`config.mk`:
```
export PLATFORM = sky130hd
export DESIGN_NAME = acfg_top
export DESIGN_NICKNAME = d
export VERILOG_FILES = /design/src/verilog/acfg_pkg.sv /design/src/verilog/acfg_top.sv /design/src/verilog/acfg_pin_sync.sv
export SDC_FILE = /design/constraint.sdc
export NUM_CORES = 1
export LEC_CHECK = 0
export BUFFER_PORTS_ARGS = -buffer_cell sky130_fd_sc_hd__buf_2
export CAP_MARGIN = 20
export CORE_MARGIN = 5
export CORE_UTILIZATION = 30
export DETAILED_ROUTE_END_ITERATION = 7
export PLACE_DENSITY = 0.5
export SYNTH_ARGS = -nofsm -noshare
export SYNTH_HDL_FRONTEND = slang
export SYNTH_HIERARCHICAL = 1
export SYNTH_SLANG_ARGS = --single-unit
```
`constraint.sdc`:
```
create_clock -name SYS_CLK -period 4.1 [get_ports SYS_CLK]
set_input_delay 0.82 -clock SYS_CLK [delete_from_list [all_inputs] [get_ports SYS_CLK]]
set_output_delay 0.82 -clock SYS_CLK [all_outputs]
set_load 0.005 [all_outputs]
```
`src/verilog/acfg_pkg.sv`:
```
// Package of constants for the limiter attack configuration registers
package acfg_pkg;

  // ==========================================================
  // Register map
  localparam logic [7:0] ACFG_MID_LEVEL_LIMITER_TIMING_ADDR = 8'h09;
  localparam logic [7:0] ACFG_FAST_LEVEL_LIMITER_CONTROL_ADDR = 8'h0A;

  // ==========================================================
  // Field positions
  localparam int ACFG_MID_RATE_LSB = 2;
  localparam int ACFG_MID_RATE_MSB = 4;
  localparam int ACFG_FAST_RATE_LSB = 2;
  localparam int ACFG_FAST_RATE_MSB = 3;
  localparam int ACFG_FAST_OFF_BIT = 0;

  // ==========================================================
  // Reset values
  localparam logic [2:0] ACFG_MID_RATE_RST = 3'h2;
  localparam logic [1:0] ACFG_FAST_RATE_RST = 2'h1;
  localparam logic ACFG_FAST_OFF_RST = 1'b0;
  // Reserved bit patterns that reads always return
  localparam logic [2:0] ACFG_MID_RSVD_HI = 3'h0;
  localparam logic [1:0] ACFG_MID_RSVD_LO = 2'h0;
  localparam logic [3:0] ACFG_FAST_RSVD_HI = 4'h9;
  localparam logic ACFG_FAST_RSVD_B1 = 1'b1;

  // ==========================================================
  // Serial port constants
  localparam logic [6:0] ACFG_DEV_ADDR_DFLT = 7'h58; // Arbitrary device address
  localparam logic [3:0] ACFG_BITS_PER_BYTE = 4'h8;
  localparam int ACFG_RATE_W = 15;

  // ==========================================================
  // Attack rates in units of 10 us per dB
  function automatic logic [ACFG_RATE_W-1:0] acfg_mid_rate(input logic [2:0] code);
    logic [ACFG_RATE_W-1:0] r;
    r = 15'h0000;
    case (code)
      3'h0: r = 15'h0010; // 0.16 ms/dB
      3'h1: r = 15'h0020; // 0.32 ms/dB
      3'h2: r = 15'h0040; // 0.64 ms/dB
      3'h3: r = 15'h0100; // 2.56 ms/dB
      3'h4: r = 15'h0400; // 10.24 ms/dB
      3'h5: r = 15'h1004; // 41 ms/dB
      3'h6: r = 15'h2008; // 82 ms/dB
      default: r = 15'h4010; // 164 ms/dB
    endcase
    return r;
  endfunction : acfg_mid_rate

  function automatic logic [ACFG_RATE_W-1:0] acfg_fast_rate(input logic [1:0] code);
    logic [ACFG_RATE_W-1:0] r;
    r = 15'h0000;
    case (code)
      2'h0: r = 15'h0004; // 0.04 ms/dB
      2'h1: r = 15'h0008; // 0.08 ms/dB
      2'h2: r = 15'h0010; // 0.16 ms/dB
      default: r = 15'h0020; // 0.32 ms/dB
    endcase
    return r;
  endfunction : acfg_fast_rate

  // ==========================================================
  // Serial slave states
  typedef enum logic [3:0] {
    ACFG_IDLE,
    ACFG_ADDR,
    ACFG_ADDR_ACK,
    ACFG_PTR,
    ACFG_PTR_ACK,
    ACFG_WR,
    ACFG_WR_ACK,
    ACFG_RD,
    ACFG_RD_ACK
  } acfg_state_type;

endpackage : acfg_pkg

```
`src/verilog/acfg_top.sv`:
```
// Limiter attack configuration registers behind a serial two-wire slave
`timescale 1ns/1ps
// Functional notes
// - Mid register at 0x09, rate bits 4:2
// - Mid rate codes map 0.16..164 ms/dB, reset 010
// - Fast rate bits 3:2, 0.04..0.32, reset 01
// - Fast register 0x0A, reserved 1001/1, disable bit0
module acfg_top #(
  parameter logic [6:0] DEV_ADDR = acfg_pkg::ACFG_DEV_ADDR_DFLT
) (
  input wire logic SYS_CLK,
  input wire logic ARST_N,
  input wire logic SCL_IN,
  input wire logic SDA_IN,
  output logic SDA_OUT,
  output logic SDA_OE,
  output logic [2:0] MID_LEVEL_ATTACK_RATE,
  output logic [1:0] FAST_LEVEL_ATTACK_RATE,
  output logic FAST_LEVEL_LIMITER_OFF,
  output logic [acfg_pkg::ACFG_RATE_W-1:0] MID_LEVEL_ATTACK_TIME,
  output logic [acfg_pkg::ACFG_RATE_W-1:0] FAST_LEVEL_ATTACK_TIME
);
  import acfg_pkg::*;

  // ==========================================================
  // Pin synchronisation and edge detection
  logic [1:0] pins_lvl;
  logic scl;
  logic sda;
  logic scl_prev_q;
  logic sda_prev_q;
  logic scl_rise;
  logic scl_fall;
  logic start_cond;
  logic stop_cond;

  acfg_pin_sync #(
    .WIDTH(2)
  ) u_sync (
    .clk(SYS_CLK),
    .arst_n(ARST_N),
    .pin_in({SCL_IN, SDA_IN}),
    .level_out(pins_lvl)
  );

  assign scl = pins_lvl[1];
  assign sda = pins_lvl[0];

  // Data line moving while the clock is high marks start or stop
  assign scl_rise = scl & ~scl_prev_q;
  assign scl_fall = ~scl & scl_prev_q;
  assign start_cond = scl & scl_prev_q & ~sda & sda_prev_q;
  assign stop_cond = scl & scl_prev_q & sda & ~sda_prev_q;

  // ==========================================================
  // Configuration fields and read mux
  logic [2:0] mid_rate_q;
  logic [2:0] mid_rate_d;
  logic [1:0] fast_rate_q;
  logic [1:0] fast_rate_d;
  logic fast_off_q;
  logic fast_off_d;
  logic [7:0] rd_byte;
  acfg_state_type state_q;
  acfg_state_type state_d;
  logic [3:0] bit_q;
  logic [3:0] bit_d;
  logic [7:0] shift_q;
  logic [7:0] shift_d;
  logic [7:0] ptr_q;
  logic [7:0] ptr_d;
  logic rw_q;
  logic rw_d;
  logic nack_q;
  logic nack_d;
  logic oe_q;
  logic oe_d;
  logic [ACFG_RATE_W-1:0] mid_time_q;
  logic [ACFG_RATE_W-1:0] mid_time_d;
  logic [ACFG_RATE_W-1:0] fast_time_q;
  logic [ACFG_RATE_W-1:0] fast_time_d;

  // Reserved bits are constants, so what a read returns cannot drift
  always_comb
  begin
    if (ptr_q == ACFG_MID_LEVEL_LIMITER_TIMING_ADDR)
    begin
      rd_byte = {ACFG_MID_RSVD_HI, mid_rate_q, ACFG_MID_RSVD_LO};
    end
    else if (ptr_q == ACFG_FAST_LEVEL_LIMITER_CONTROL_ADDR)
    begin
      rd_byte = {ACFG_FAST_RSVD_HI, fast_rate_q, ACFG_FAST_RSVD_B1, fast_off_q};
    end
    else
    begin
      rd_byte = 8'h00; // Unmapped pointer reads as zero
    end
  end

  // ==========================================================
  // Serial slave state
  // Bytes are sampled on clock rise; the line is changed only after clock fall
  always_comb
  begin
    state_d = state_q;
    bit_d = bit_q;
    shift_d = shift_q;
    ptr_d = ptr_q;
    rw_d = rw_q;
    nack_d = nack_q;
    oe_d = oe_q;
    mid_rate_d = mid_rate_q;
    fast_rate_d = fast_rate_q;
    fast_off_d = fast_off_q;
    mid_time_d = acfg_mid_rate(mid_rate_q);
    fast_time_d = acfg_fast_rate(fast_rate_q);
    if (start_cond)
    begin
      state_d = ACFG_ADDR;
      bit_d = 4'h0;
      oe_d = 1'b0;
    end
    else if (stop_cond)
    begin
      state_d = ACFG_IDLE;
      oe_d = 1'b0;
    end
    else
    begin
      case (state_q)
        ACFG_ADDR, ACFG_PTR, ACFG_WR:
        begin
          if (scl_rise)
          begin
            shift_d = {shift_q[6:0], sda};
            bit_d = bit_q + 4'h1;
          end
          else if (scl_fall && bit_q == ACFG_BITS_PER_BYTE)
          begin
            oe_d = 1'b1; // Acknowledge by pulling low
            if (state_q == ACFG_ADDR)
            begin
              if (shift_q[7:1] == DEV_ADDR)
              begin
                rw_d = shift_q[0];
                state_d = ACFG_ADDR_ACK;
              end
              else
              begin
                oe_d = 1'b0; // Another device is addressed
                state_d = ACFG_IDLE;
              end
            end
            else if (state_q == ACFG_PTR)
            begin
              ptr_d = shift_q;
              state_d = ACFG_PTR_ACK;
            end
            else
            begin
              // Only the fields are stored; reserved bits of the byte are dropped
              if (ptr_q == ACFG_MID_LEVEL_LIMITER_TIMING_ADDR)
              begin
                mid_rate_d = shift_q[ACFG_MID_RATE_MSB:ACFG_MID_RATE_LSB];
              end
              else if (ptr_q == ACFG_FAST_LEVEL_LIMITER_CONTROL_ADDR)
              begin
                fast_rate_d = shift_q[ACFG_FAST_RATE_MSB:ACFG_FAST_RATE_LSB];
                fast_off_d = shift_q[ACFG_FAST_OFF_BIT];
              end
              ptr_d = ptr_q + 8'h01;
              state_d = ACFG_WR_ACK;
            end
          end
        end
        ACFG_ADDR_ACK, ACFG_PTR_ACK, ACFG_WR_ACK:
        begin
          if (scl_fall)
          begin
            bit_d = 4'h0;
            if (state_q == ACFG_ADDR_ACK && rw_q)
            begin
              shift_d = rd_byte;
              ptr_d = ptr_q + 8'h01;
              oe_d = ~rd_byte[7];
              state_d = ACFG_RD;
            end
            else
            begin
              oe_d = 1'b0;
              state_d = (state_q == ACFG_ADDR_ACK) ? ACFG_PTR : ACFG_WR;
            end
          end
        end
        ACFG_RD:
        begin
          if (scl_fall)
          begin
            if (bit_q == ACFG_BITS_PER_BYTE - 4'h1)
            begin
              oe_d = 1'b0; // Release for the master's acknowledge
              state_d = ACFG_RD_ACK;
            end
            else
            begin
              shift_d = {shift_q[6:0], 1'b0};
              oe_d = ~shift_q[6];
              bit_d = bit_q + 4'h1;
            end
          end
        end
        ACFG_RD_ACK:
        begin
          if (scl_rise)
          begin
            nack_d = sda;
          end
          else if (scl_fall)
          begin
            bit_d = 4'h0;
            if (nack_q)
            begin
              state_d = ACFG_IDLE;
            end
            else
            begin
              shift_d = rd_byte;
              ptr_d = ptr_q + 8'h01;
              oe_d = ~rd_byte[7];
              state_d = ACFG_RD;
            end
          end
        end
        default:
        begin
          oe_d = 1'b0;
        end
      endcase
    end
  end

  // Fields take their defaults at reset
  always_ff @(posedge SYS_CLK or negedge ARST_N)
  begin
    if (!ARST_N)
    begin
      state_q <= ACFG_IDLE;
      bit_q <= 4'h0;
      shift_q <= 8'h00;
      ptr_q <= 8'h00;
      rw_q <= 1'b0;
      nack_q <= 1'b0;
      oe_q <= 1'b0;
      mid_rate_q <= ACFG_MID_RATE_RST;
      fast_rate_q <= ACFG_FAST_RATE_RST;
      fast_off_q <= ACFG_FAST_OFF_RST;
      scl_prev_q <= 1'b1; // Idle high, so no false edge after reset
      sda_prev_q <= 1'b1;
      mid_time_q <= 15'h0040;
      fast_time_q <= 15'h0008;
    end
    else
    begin
      state_q <= state_d;
      bit_q <= bit_d;
      shift_q <= shift_d;
      ptr_q <= ptr_d;
      rw_q <= rw_d;
      nack_q <= nack_d;
      oe_q <= oe_d;
      mid_rate_q <= mid_rate_d;
      fast_rate_q <= fast_rate_d;
      fast_off_q <= fast_off_d;
      scl_prev_q <= scl;
      sda_prev_q <= sda;
      mid_time_q <= mid_time_d; // Registered so the limiters see clean levels
      fast_time_q <= fast_time_d;
    end
  end

  // ==========================================================
  // Outputs; the data line is only ever pulled low
  assign SDA_OUT = 1'b0;
  assign SDA_OE = oe_q;
  assign MID_LEVEL_ATTACK_RATE = mid_rate_q;
  assign FAST_LEVEL_ATTACK_RATE = fast_rate_q;
  assign FAST_LEVEL_LIMITER_OFF = fast_off_q;
  assign MID_LEVEL_ATTACK_TIME = mid_time_q;
  assign FAST_LEVEL_ATTACK_TIME = fast_time_q;

endmodule : acfg_top

```
`src/verilog/acfg_pin_sync.sv`:
```
// Three-stage pin synchroniser with agreement filter
`timescale 1ns/1ps
module acfg_pin_sync #(
  parameter int WIDTH = 2
) (
  input wire logic clk,
  input wire logic arst_n,
  input wire logic [WIDTH-1:0] pin_in,
  output logic [WIDTH-1:0] level_out
);
  // ==========================================================
  // One filter per pin; idle level of a bus line is high
  genvar g;
  generate
    for (g = 0; g < WIDTH; g++)
    begin : g_bit
      logic s1_q;
      logic s2_q;
      logic s3_q;
      logic lvl_q;
      logic lvl_d;
      // Only the second and third stages are compared, the first is left alone
      always_comb
      begin
        lvl_d = (s2_q == s3_q) ? s3_q : lvl_q;
      end
      always_ff @(posedge clk or negedge arst_n)
      begin
        if (!arst_n)
        begin
          s1_q <= 1'b1;
          s2_q <= 1'b1;
          s3_q <= 1'b1;
          lvl_q <= 1'b1;
        end
        else
        begin
          s1_q <= pin_in[g];
          s2_q <= s1_q;
          s3_q <= s2_q;
          lvl_q <= lvl_d;
        end
      end
      assign level_out[g] = lvl_q;
    end
  endgenerate
endmodule : acfg_pin_sync

```
==> After elaboration in Yosys (flattened, before gate mapping) <==
Index checks and enable logic that the tools add are counted.
{ "totals": {"regBits": 73, "latch_bits": 0, "mem_bits_rw": 0, "mem_bits_ro": 0, "input_bits": 4, "out_inout_bits": 38, "elab_cells": 170, "n_memories": 0} }
{ "classes": {"add_sub_neg": 2, "n_mul": 0, "div_mod_pow": 0, "magnitude_cmp": 0, "n_eq_ne": 47, "shifts": 0, "n_mux": 61, "n_bitwise": 19, "n_reduce_logical": 19} }
{ "op_table": {"columns": ["operator", "count"], "rows": [
  ["two-way mux 8 bit", 19],
  ["one-hot mux 15 bit (7 select lines)", 1],
  ["two-way mux 4 bit", 17],
  ["inequality test 4 bit (second input constant)", 8],
  ["one-hot mux 4 bit (4 select lines)", 2],
  ["one-hot mux 8 bit (4 select lines)", 1],
  ["inequality test 2 bit (second input constant)", 12],
  ["one-hot mux 8 bit (3 select lines)", 1],
  ["AND reduction 11 bit", 2],
  ["equality test 4 x 3 -> 1 bit (second input constant)", 5],
  ["one-hot mux 6 bit (3 select lines)", 1],
  ["equality test 8 x 4 -> 1 bit (second input constant)", 2],
  ["AND reduction 8 bit", 2],
  ["AND reduction 7 bit", 2],
  ["two-way mux 1 bit", 13],
  ["inequality test 3 bit (second input constant)", 4],
  ["NOT 1 bit", 12],
  ["equality test 3 bit (second input constant)", 3],
  ["two-way mux 3 bit", 3],
  ["AND reduction 9 bit", 1],
  ["adder 8 x 1 -> 8 bit (second input constant)", 1],
  ["equality test 4 x 2 -> 1 bit (second input constant)", 2],
  ["equality test 4 bit (second input constant)", 2],
  ["AND 1 bit", 7],
  ["other kinds (20)", 25]
]} }

==> Longest topological paths before layout <==
Gate-level depths: netlist of run 1.
{ "logic_depth": {"ltp_word": 10, "ltp_mapped": 8, "ltp_nobuf": 7} }

==> Cells and area by module <==
The synthesis of run 1 kept the hierarchy.
{ "by_module_without_submodules": {"columns": ["mod", "instances", "cells_each", "area_per_inst_um2", "seq_area_each_um2"], "rows": [
  ["acfg_top", 1, 299, 2882.8, 1183.6],
  ["acfg_pin_sync", 1, 12, 247.7, 210.2]
]} }

==> Worst setup path after synthesis of run 1 <==
No wires, ideal clock.
{ "synth_path": {"kind": "reg2reg", "startpoint": "reg u_sync.g_bit[0].lvl_q", "endpoint": "reg shift_q[0]", "setup_ps": 125, "t_arrival_ps": 1943, "required_ps": 3975, "setup_slack_ps": 2032, "stages_incl_launch_ff": 9, "path_buffers": 3, "synth_period_minus_slack_ps": 2068, "cell_sequence": "dfstp_2 > buf_4 > nand2b_1 > a21o_1 > o311a_1 > buf_2 > nor3b_2 > buf_6 > mux2_2"} }
{ "synth_between": {"elab_chain_cells": 5, "elab_cells_between_ends": 10, "cone_classes": "mux (2); bitwise (7); reduce/logical (1)"} }
{ "synth_rtl": {"columns": ["element", "line", "text"], "rows": [
  ["start: declaration", "acfg_pin_sync.sv:20", "logic lvl_q;"],
  ["start signal: assignment", "acfg_pin_sync.sv:41", "lvl_q <= lvl_d;"],
  ["NOT 1 bit", "acfg_top.sv:52", "assign start_cond = scl & scl_prev_q & ~sda & sda_prev_q;"],
  ["AND 1 bit (2 in series)", "acfg_top.sv:52", null],
  ["NOT 1 bit (no line)", null, null],
  ["AND reduction 11 bit (no line)", null, null],
  ["end signal: assignment", "acfg_top.sv:266", "shift_q <= shift_d;"],
  ["end: declaration", "acfg_top.sv:68", "logic [7:0] shift_q;"]
]} }
Several ways; a longest one is shown, not always the timed one. The select of a mux whose other input is x is not followed.
A chain may end at the register's enable or synchronous reset.

==> Worst setup path after layout of run 1 <==
{ "layout_path": {"startpoint": "reg state_q[0]", "endpoint": "reg shift_q[0]"} }
{ "layout_between": {"elab_chain_cells": 4, "elab_cells_between_ends": 22, "cone_classes": "eq/ne (16); mux (1); reduce/logical (5)"} }
{ "layout_rtl": {"columns": ["element", "line", "text"], "rows": [
  ["start: declaration", "acfg_top.sv:64", "acfg_state_type state_q;"],
  ["start signal: assignment", "acfg_top.sv:264", "state_q <= state_d;"],
  ["equality test 4 x 2 -> 1 bit, or another cell as far along", "acfg_top.sv:130, acfg_top.sv:181", null],
  ["OR reduction 3 bit or logical AND 1 bit (tied branches)", "acfg_top.sv:130, acfg_top.sv:181", null],
  ["nonzero test 4 bit (no line) or inequality test 2 bit (tied branches)", null, null],
  ["AND reduction 11 bit (no line)", null, null]
]} }
Several ways; a longest one is shown, not always the timed one.

==> flow_metrics.tcl, run 1 <==
set metrics [dict create \
    crit_chain "nor2b_1, a31oi_1, o32a_1, nor3b_2, mux2_2" \
    synthMuxAreaShare 0.07114 \
    holdBufCountCts 0 \
    first_global_vias 2283 \
    startpoint_type "register" \
    hpwl_um 5071 \
    fin_skew_ns 0.01316 \
    critPathRequiredTime_ns 4.29 \
    placedCellCount 451 \
    synth_top_family_by_area "simple AND/OR/NAND/NOR gates" \
    antennaDiodeCount 0 \
    yosysWarnings 6 \
    synth_seq_cells 55 \
    gr-total-overflow 0 \
    switchingPower_uw 828.0 \
    power.density_nw_per_um2 582.0 \
    slew_violations 0 \
    n_fill_cell 1018 \
    irDropWorstVdd_v 0.0001885 \
    start_util 0.3060 \
    grt_max_degree 33 \
    max_freq_ghz 0.3505 \
    p_seq_frac 0.427 \
    antenna_found_initial 0 \
    cts_buffer_depth 2 \
    port_buffers 24 \
    drc 0 \
    yosys_most_used_dff "dfrtp_1" \
    intPower_mw 1.113 \
    p_comb_frac 0.410 \
    post_cts_buffers 0 \
    cpPeakStageDelay_ns 0.73 \
    rsz0062_at_grt "false" \
    use_met3 0.02318 \
    cap_violations 0 \
    cp_max_fo 15 \
    synth_compound_area_frac 0.1567 \
    hold_viol 0 \
    synthAdderAreaFrac 0.02718 \
    yosysTopAreaCellShare 0.3277 \
    wl_per_cell_um 15.22 \
    synth-simple-area-share 0.1962 \
    place_congestion 0.9299 \
    yosys-top-cells-area "dfrtp_1 33%, dfstp_2 12%, buf_4 5.5%, nand2_1 3.1%, mux2_2 2.9%" \
    grt_use_total 0.1136 \
    cp-end-kind "register" \
    layout_common_cells "41 x dfrtp_1, 26 x nand2_1, 24 x buf_2, 17 x conb_1, 15 x a21oi_1" \
    num_vias 2342 \
    cts_tree "built" \
    yosysUniqueCellTypes 64 \
    grt_util_met2 0.1744 \
    drt-pass1-iter-count 4 \
    cts-buffers-inserted 5 \
    finalNonFillerCells 459 \
    htreeDepth 2 \
    switching_share 0.4266 \
    path_class "register to register" \
    fin_crit_ns 2.853 \
    outcome "finished clean" \
    critPathTopFamily "simple AND/OR/NAND/NOR gates" \
    critPathBufInv 0 \
    rows 37 \
    layout_commonest_cell "dfrtp_1" \
    use_met1 0.1637 \
    die_w_um 112.2 \
    finalWirelength_um 6984 \
    coreArea_um2 10230 \
    timing.final.crit_share 0.6959 \
    path_clk_slew_ns 0.10 \
    clock-sinks 55 \
    synthCells 311 \
    grt-busiest-layer "met2" \
    critPathSlowestCell "nor3b_2" \
    drive_gt1_frac 0.2105 \
    clock_power_share 0.163 \
    setup_viol 0 \
    insertion_delay_ns 0.30 \
    synth-async-reset-ratio 1.000 \
    ios 42 \
    syn_area_per_cell_um2 10.07 \
    holdWs_ns 0.3628 \
    cts_resized 0 \
    synth_edf_count 0 \
    fin_nets 331 \
    p_leak_nw 1.479 \
    min_path_type "register to register" \
    vias_per_cell 5.102 \
    root_buffer "clkbuf_8" \
    ant_nets 0 \
    die-area_um2 12580 \
    crit_arrival_ns 3.05 \
    synth_area_um2 3131 \
    grt_pass1_wl_um 11910 \
    area_growth_pct 6.515 \
    ys_seq_area_frac 0.4452 \
    relSlewSlack 0.4432 \
    tightest_slew_ns 0.8316 \
    drtIter0Drc 305 \
    die_h_um 112.2 \
    finalSetupTns_ns 0 \
    synth_top_area_cell "dfrtp_1" \
    synth-xor-area-share 0.005596 \
]
[synthesized netlist by cell type, drive strengths merged (8+ instances only)]
master	instances
mux2	12
buf	31
nand3	11
nand2	26
a21oi	15
dfstp	14
dfrtp	41
mux2i	8
o21ai	11
inv	12
nor2	14
[flip-flops by register name, indices dropped and copies added (netlist names)]
name and cells:
FAST_LEVEL_ATTACK_RATE 2, scl_prev_q 1, MID_LEVEL_ATTACK_TIME 8, FAST_LEVEL_LIMITER_OFF 1, shift_q 8, u_sync/g_bit.s2_q 2, rw_q 1, u_sync/g_bit.s3_q 2
SDA_OE 1, u_sync/g_bit.s1_q 2, ptr_q 8, bit_q 4, u_sync/g_bit.lvl_q 2, nack_q 1, MID_LEVEL_ATTACK_RATE 3, sda_prev_q 1
FAST_LEVEL_ATTACK_TIME 4, state_q 4
[power groups by stage]
stage	Sequential [mW]	Combinational, mW	Clock [mW]
global route	0.851	0.890	0.356
CTS	0.825	0.792	0.333
detailed placement	0.833	0.786	0
finish	0.828	0.796	0.317
global placement	0.830	0.798	0
floorplan	0.726	0.741	0
[worst reg2reg max path, stage by stage, from the launching register on]
cell     delay [ns]
dfrtp_1        0.63
nor2b_1        0.59
a31oi_1        0.10
o32a_1         0.28
nor3b_2        0.73
mux2_2         0.42
[cell type report]
class                      instances  area, um^2  share of cell area
clock buffer                       6       82.58             0.02477
tap                              136       170.2             0.05103
inverter                          12       45.04             0.01351
sequential                        55        1394              0.4180
multi-input combinational        222        1494              0.4480
clock inverter                     2       13.76            0.004128
timing repair buffer              26       135.1             0.04053
[layer usage]
metal	vias up	share of wire
met3	8	0.062
met5	-	0
li1	1116	-
met2	81	0.45
met1	1137	0.47
met4	0	0.012
[per-stage QoR]
stage	power [mW]	area [um^2]	setup slack, ns	util
2_1_floorplan	1.468	3191	2.032	-
3_3_place_gp	1.628	3238	1.400	0.3165
3_5_place_dp	1.619	3238	1.342	0.3165
4_1_cts	1.950	3334	1.296	0.3259
5_1_grt	2.097	3334	1.047	0.3259
6_report	1.941	3334	1.247	0.3259
[cell families after synthesis]
| logic type | after synthesis |
|---|---|
| AND/OR/NAND/NOR | 107 |
| AO/OA/AOI/OAI | 69 |
| flip-flops | 55 |
| buffers and inverters | 50 |
| multiplexers | 20 |
| adder cells (fa/ha/maj) | 7 |
| XOR/XNOR | 2 |
| other | 1 |
[final timing paths]
path,from,to,slack (ns),cells past startpoint
setup reg to reg,state_q[0],shift_q[0],1.25,5
min in group asynchronous,ARST_N,SDA_OE,0.56,1
max in group asynchronous,ARST_N,MID_LEVEL_ATTACK_RATE[1],2.72,2
setup / recovery,state_q[0],shift_q[0],1.25,5
hold / removal,u_sync/g_bit[0].s1_q,u_sync/g_bit[0].s2_q,0.36,0
hold reg to reg,u_sync/g_bit[0].s1_q,u_sync/g_bit[0].s2_q,0.36,0
No activity file was read; power rests on OpenSTA's default activity.
==> inputs of run 2 (changes only) <==
ABC_AREA = 1   (was unset)
clock period = 2.95 ns   (was 4.1 ns; I/O delays follow)
==> run 2 against run 1 <==
  * Area after synthesis grew 3.9%
  * Cell count grew 34%
  * Register-to-register slack got worse by 0.22 ns
  * Clock-buffer cell count fell by 1
  * Via count grew 20%
  * Critical path type unchanged
  * Clock skew decreased by 0.0019 ns
  * Die area increased by 3.5%
  * Clock power rose by 44%
  * Setup slack worse by 0.22 ns
==> flow_metrics.tcl, run 2 <==
set metrics [dict create \
    rows 38 \
    finalNonFillerCells 615 \
    grt_max_degree 35 \
    cp_max_fo 9 \
    wl_met2_um 3498 \
    timing.final.crit_share 0.6520 \
    wl_per_cell_um 12.32 \
    syn_area_per_cell_um2 7.242 \
    htreeDepth 2 \
    insertion_delay_ns 0.33 \
    layout_commonest_cell "nand2_1" \
    yosys-top-cells-area "dfrtp_1 32%, nand2_1 16%, dfstp_2 11%, nor2_1 7.4%, nand3_1 6.8%" \
    r2r_end "state_q[3]" \
    critPathRequiredTime_ns 3.22 \
    ant_nets 0 \
    synth_top_area_cell "dfrtp_1" \
    slew_violations 0 \
    r2r_cells 8 \
    clock-sinks 55 \
    top_layer_used "met4" \
    cap_violations 0 \
    min_path_type "input port to async pin" \
    synthCells 449 \
    drtIter0Drc 249 \
    layout_common_cells "135 x nand2_1, 64 x nor2_1, 46 x inv_1, 44 x nand3_1, 41 x dfrtp_1" \
    startpoint_type "register" \
    switchingPower_mw 1.531 \
    fin_skew_ns 0.01131 \
    fin_ws_ns 1.026 \
    setup_viol 0 \
    finalSetupTns_ns 0 \
    preCtsSetupSlack_ns 1.050 \
    relSlewSlack 0.6126 \
    wl_met1_um 3602 \
    fin_nets 483 \
    holdBufCountCts 0 \
    start_util 0.3026 \
    fin_crit_ns 1.924 \
    gr-total-overflow 0 \
    yosysTopAreaCellShare 0.3155 \
    power_mw 3.076 \
    tightest_slew_ns 0.5811 \
    rsz0062_at_grt "false" \
    intPower_mw 1.546 \
    p_seq_frac 0.347 \
    ios 42 \
    place_congestion 0.8585 \
    irDropWorstVdd_v 0.0002859 \
    yosysMostFrequentCell "nand2_1" \
    dr_wl_met3_um 356 \
    die_h_um 114.1 \
    cp-end-kind "register" \
    max_freq_ghz 0.5199 \
    area_growth_pct 9.350 \
    antennaDiodeCount 0 \
    yosysUniqueCellTypes 31 \
    ys_top_cells_by_count "135 x nand2_1, 64 x nor2_1, 46 x inv_1, 44 x nand3_1, 41 x dfrtp_1" \
    synth_seq_cells 55 \
    crit_arrival_ns 2.20 \
    coreArea_um2 10750 \
    synth-async-reset-ratio 1.000 \
    placedCellCount 607 \
    die-area_um2 13020 \
    path_clk_slew_ns 0.12 \
    hold_viol 0 \
    synth_area_um2 3252 \
    grt_pass1_wl_um 12950 \
    yosys_most_used_dff "dfrtp_1" \
    p_comb_frac 0.504 \
    path_class "register to register" \
    r2r_start "u_sync/g_bit[0].lvl_q" \
    drc 0 \
    switching_share 0.4976 \
    cts_buffer_depth 2 \
    num_vias 2809 \
    yosysWarnings 6 \
    synth_edf_count 0 \
    cts_resized 0 \
    antenna_found_initial 0 \
    cts_tree "built" \
    root_buffer "clkbuf_8" \
    reg2reg_setup_slack_ns 1.03 \
    port_buffers 24 \
    p_leak_nw 1.844 \
    post_cts_buffers 0 \
    outcome "finished clean" \
    finalWirelength_um 7576 \
    clock_power_share 0.149 \
    drive_gt1_frac 0.1389 \
    cts-buffers-inserted 5 \
    hpwl_um 5771 \
    drt-pass1-iter-count 4 \
    first_global_vias 2624 \
    power.density_nw_per_um2 865.1 \
    grt_use_total 0.1227 \
    die_w_um 114.1 \
    vias_per_cell 4.567 \
    ys_seq_area_frac 0.4286 \
]
-- run 2: cell count changes after synthesis, moves of 7 or more --
| cell | before | now |
|---|---|---|
| a21oi_1 | 15 | 8 |
| clkbuf_1 | 7 | 0 |
| inv_1 | 12 | 46 |
| mux2_2 | 8 | 0 |
| mux2i_1 | 8 | 0 |
| nand2_1 | 26 | 135 |
| nand3_1 | 11 | 44 |
| nor2_1 | 14 | 64 |
| nor2b_1 | 7 | 0 |
| nor3_1 | 3 | 10 |
| o21ai_0 | 9 | 20 |
-- run 2: worst max path at each step --
stage / depth (start not counted) / from / slack (ns) / end
after global routing: 8 / u_sync/g_bit[0].lvl_q / 0.83 / state_q[3]
final: 8 / u_sync/g_bit[0].lvl_q / 1.03 / state_q[3]
after global placement: 8 / u_sync/g_bit[0].lvl_q / 1.07 / state_q[3]
after floorplan: 8 / u_sync/g_bit[0].lvl_q / 1.35 / shift_q[0]
after detailed placement: 8 / u_sync/g_bit[0].lvl_q / 1.05 / state_q[3]
after CTS: 8 / u_sync/g_bit[0].lvl_q / 1.04 / state_q[3]
-- run 2: cell type report --
cell class,instances,area [um^2]
Clock buffer,5,68.82
Timing Repair Buffer,25,140.1
Fill cell,1169,7189
Tap cell,140,175.2
Multi-Input combinational cell,339,1570
Clock inverter,3,27.53
Inverter,48,180.2
Sequential cell,55,1394
-- run 2: layer usage --
metal,GRT usage,vias up
met5,0,-
met4,0.04355,0
met3,0.02220,10
met2,0.1901,60
met1,0.1720,1304
li1,-,1435
-- run 2: logic make-up (layout without fill, tap and decap cells) --
family,count (synthesis),count (layout),share of synthesized area
flip-flops,55,55,0.4286
other,1,17,0.001153
XOR/XNOR,2,2,0.005388
adder cells (fa/ha/maj),5,5,0.01924
buffers and inverters,71,81,0.1070
AO/OA/AOI/OAI,40,40,0.06618
AND/OR/NAND/NOR,275,275,0.3725
-- run 2: per-stage QoR --
stage          area, um^2  hold slack (ns)  utilization
2_1_floorplan        3312           0.2944            -
3_3_place_gp         3460           0.3462       0.3220
3_5_place_dp         3460           0.3472       0.3220
4_1_cts              3556           0.2777       0.3309
5_1_grt              3556           0.2830       0.3309
6_report             3556           0.2445       0.3309
-- run 2: power groups by stage --
stage | sequential [mW] | combinational, mW | clock [mW]
finish | 1.07 | 1.55 | 0.458
global route | 1.10 | 1.81 | 0.503
CTS | 1.07 | 1.57 | 0.480
detailed placement | 1.08 | 1.56 | 0
global placement | 1.08 | 1.57 | 0
floorplan | 1.02 | 1.25 | 0
-- run 2: critical path: stages (launching register included) --
cell	delay, ns
dfstp_2	0.61
nand4_1	0.30
nand2_1	0.28
inv_2	0.13
nand2_1	0.08
nand2_1	0.05
nor2_1	0.19
nand3_1	0.14
nand2_1	0.10
==> inputs of run 3 (changes only) <==
ABC_AREA = 0   (was 1)
clock period = 1.93 ns   (was 2.95 ns; I/O delays follow)
==> run 3 against run 2 <==
  * The run now ends with negative setup slack left
  * Utilization grew 6.0 points
  * Clock-buffer cell count is the same
  * Die area shrank 3.4%
  * Clock skew grew 0.0019 ns
  * Critical path type unchanged
  * Highest routed layer unchanged
==> flow_metrics.tcl, run 3 (synthesized netlist as in run 1, its figures left out) <==
set metrics [dict create \
    violations "negative setup slack" \
    ios 42 \
    root_buffer "clkbuf_8" \
    preCtsSetupSlack_ns -0.1018 \
    htreeDepth 2 \
    vias_per_cell 4.830 \
    drive_gt1_frac 0.4072 \
    placedCellCount 509 \
    ant_nets 0 \
    cp-end-kind "register" \
    die_h_um 112.2 \
    hold_viol 0 \
    drc 0 \
    setup_viol 4 \
    path_clk_slew_ns 0.11 \
    finalNonFillerCells 524 \
    cap_violations 0 \
    layout_common_cells "62 x buf_4, 40 x dfrtp_1, 25 x nand2_1, 24 x buf_2, 17 x conb_1" \
    slew_violations 0 \
    multiInputGateArea_um2 1632 \
    drtIter0Drc 190 \
    finalSetupTns_ns -0.09446 \
    die_w_um 112.2 \
    cts-buffers-inserted 5 \
    layout_commonest_cell "buf_4" \
    antenna_found_initial 0 \
    cts_tree "built" \
    p_leak_nw 1.844 \
    rsz0062_at_grt "true" \
    utilization 0.3907 \
    insertion_delay_ns 0.32 \
    critPathRequiredTime_ns 2.15 \
    first_global_vias 2533 \
    power.density_nw_per_um2 1275 \
    irDropWorstVdd_v 0.0004497 \
    grt_max_degree 23 \
    fin_area_um2 3998 \
    path_class "register to register" \
    crit_arrival_ns 2.17 \
    coreArea_um2 10230 \
    relSlewSlack 0.6088 \
    fin_crit_ns 1.955 \
    placed_cell_area_um2 3726 \
    place_congestion 0.8831 \
    clock-sinks 55 \
    min_path_type "input port to async pin" \
    rows 37 \
    num_vias 2531 \
    gr-total-overflow 0 \
    startpoint_type "register" \
    die-area_um2 12580 \
    finalWirelength_um 7795 \
    tightest_slew_ns 0.5868 \
    outcome "finished, violations left" \
    grt_pass1_wl_um 12850 \
    cts_buffer_depth 2 \
    grt_use_total 0.1242 \
    timing.final.crit_share 1.013 \
    fin_skew_ns 0.01318 \
    fin_nets 396 \
    drt-pass1-iter-count 4 \
    antennaDiodeCount 0 \
    holdBufCountCts 0 \
    start_util 0.3060 \
    n_fill_cell 1033 \
    cp_max_fo 7 \
    fin_ws_ns -0.02548 \
    area_growth_pct 27.70 \
    hpwl_um 5807 \
    wl_per_cell_um 14.88 \
    port_buffers 24 \
    regArea_um2 1395 \
    max_freq_ghz 0.5114 \
]
==> run 3: cell types whose count changed in the layout (fill, tap and decap cells not counted), sizes merged, moves of 5 or more <==
cell and delta:
nand2 -113, mux2i +8, inv -36, buf +66, o21ai -14, nand3 -34
nand2b +6, nor2 -59, a21oi +7, nor3b +5, a41oi +6, nor2b +7
mux2 +12, nor3 -6
==> run 3: final cells by class <==
| class | count | area share |
|---|---|---|
| multi-input combinational | 222 | 0.4081 |
| sequential | 55 | 0.3490 |
| timing repair buffer | 91 | 0.1649 |
| tap | 136 | 0.04257 |
| clock buffer | 5 | 0.01721 |
| inverter | 12 | 0.01127 |
| clock inverter | 3 | 0.006886 |
==> run 3: worst max-delay path: stages (launching register included) <==
cell and delay, ns:
dfstp_2 0.59, nand2b_4 0.08, o21ba_4 0.19, o32a_1 0.36
nor3b_2 0.18, buf_6 0.16, mux2_4 0.30
==> run 3: stage by stage <==
stage	hold WS [ns]	total power, mW
finish	0.05685	5.096
global route	0.08704	5.483
CTS	0.07194	4.962
detailed placement	0.3473	4.174
global placement	0.3458	4.175
floorplan	0.09041	3.189
==> run 3: metal layers <==
metal	track usage	routed length (um)	share of wire	vias to the layer above
li1	-	-	-	1246
met1	0.1671	3587	0.46	1214
met2	0.2070	3759	0.48	58
met3	0.02264	309	0.040	13
met4	0.03125	138	0.018	0
met5	0	0	0	-
==> run 3: worst paths after layout <==
path / startpoint / to / slack [ns] / cells after the start
worst max register to register: scl_prev_q / shift_q[4] / -0.03 / 6
worst min-delay path: ARST_N / shift_q[4] / 0.06 / 1
max in group asynchronous: ARST_N / u_sync/g_bit[0].lvl_q / 1.27 / 2
worst max-delay path: scl_prev_q / shift_q[4] / -0.03 / 6
min in group SYS_CLK: SDA_IN / u_sync/g_bit[0].s1_q / 0.16 / 1
worst min register to register: u_sync/g_bit[1].s1_q / u_sync/g_bit[1].s2_q / 0.36 / 0
==> run 3: repair_timing <==
item / in CTS / in global routing
setup buffers: 3 / 4
pin swaps: 3 / 4
gates resized for setup: 12 / 20
endpoints found under the setup margin: 16 / 27
==> run 3: where the power goes <==
| part | internal, mW | switching [mW] | total [mW] |
|---|---|---|---|
| Combinational | 1.41 | 1.39 | 2.80 |
| Clock | 0.268 | 0.424 | 0.692 |
| Sequential | 1.37 | 0.233 | 1.60 |
| Total | 3.05 | 2.05 | 5.10 |
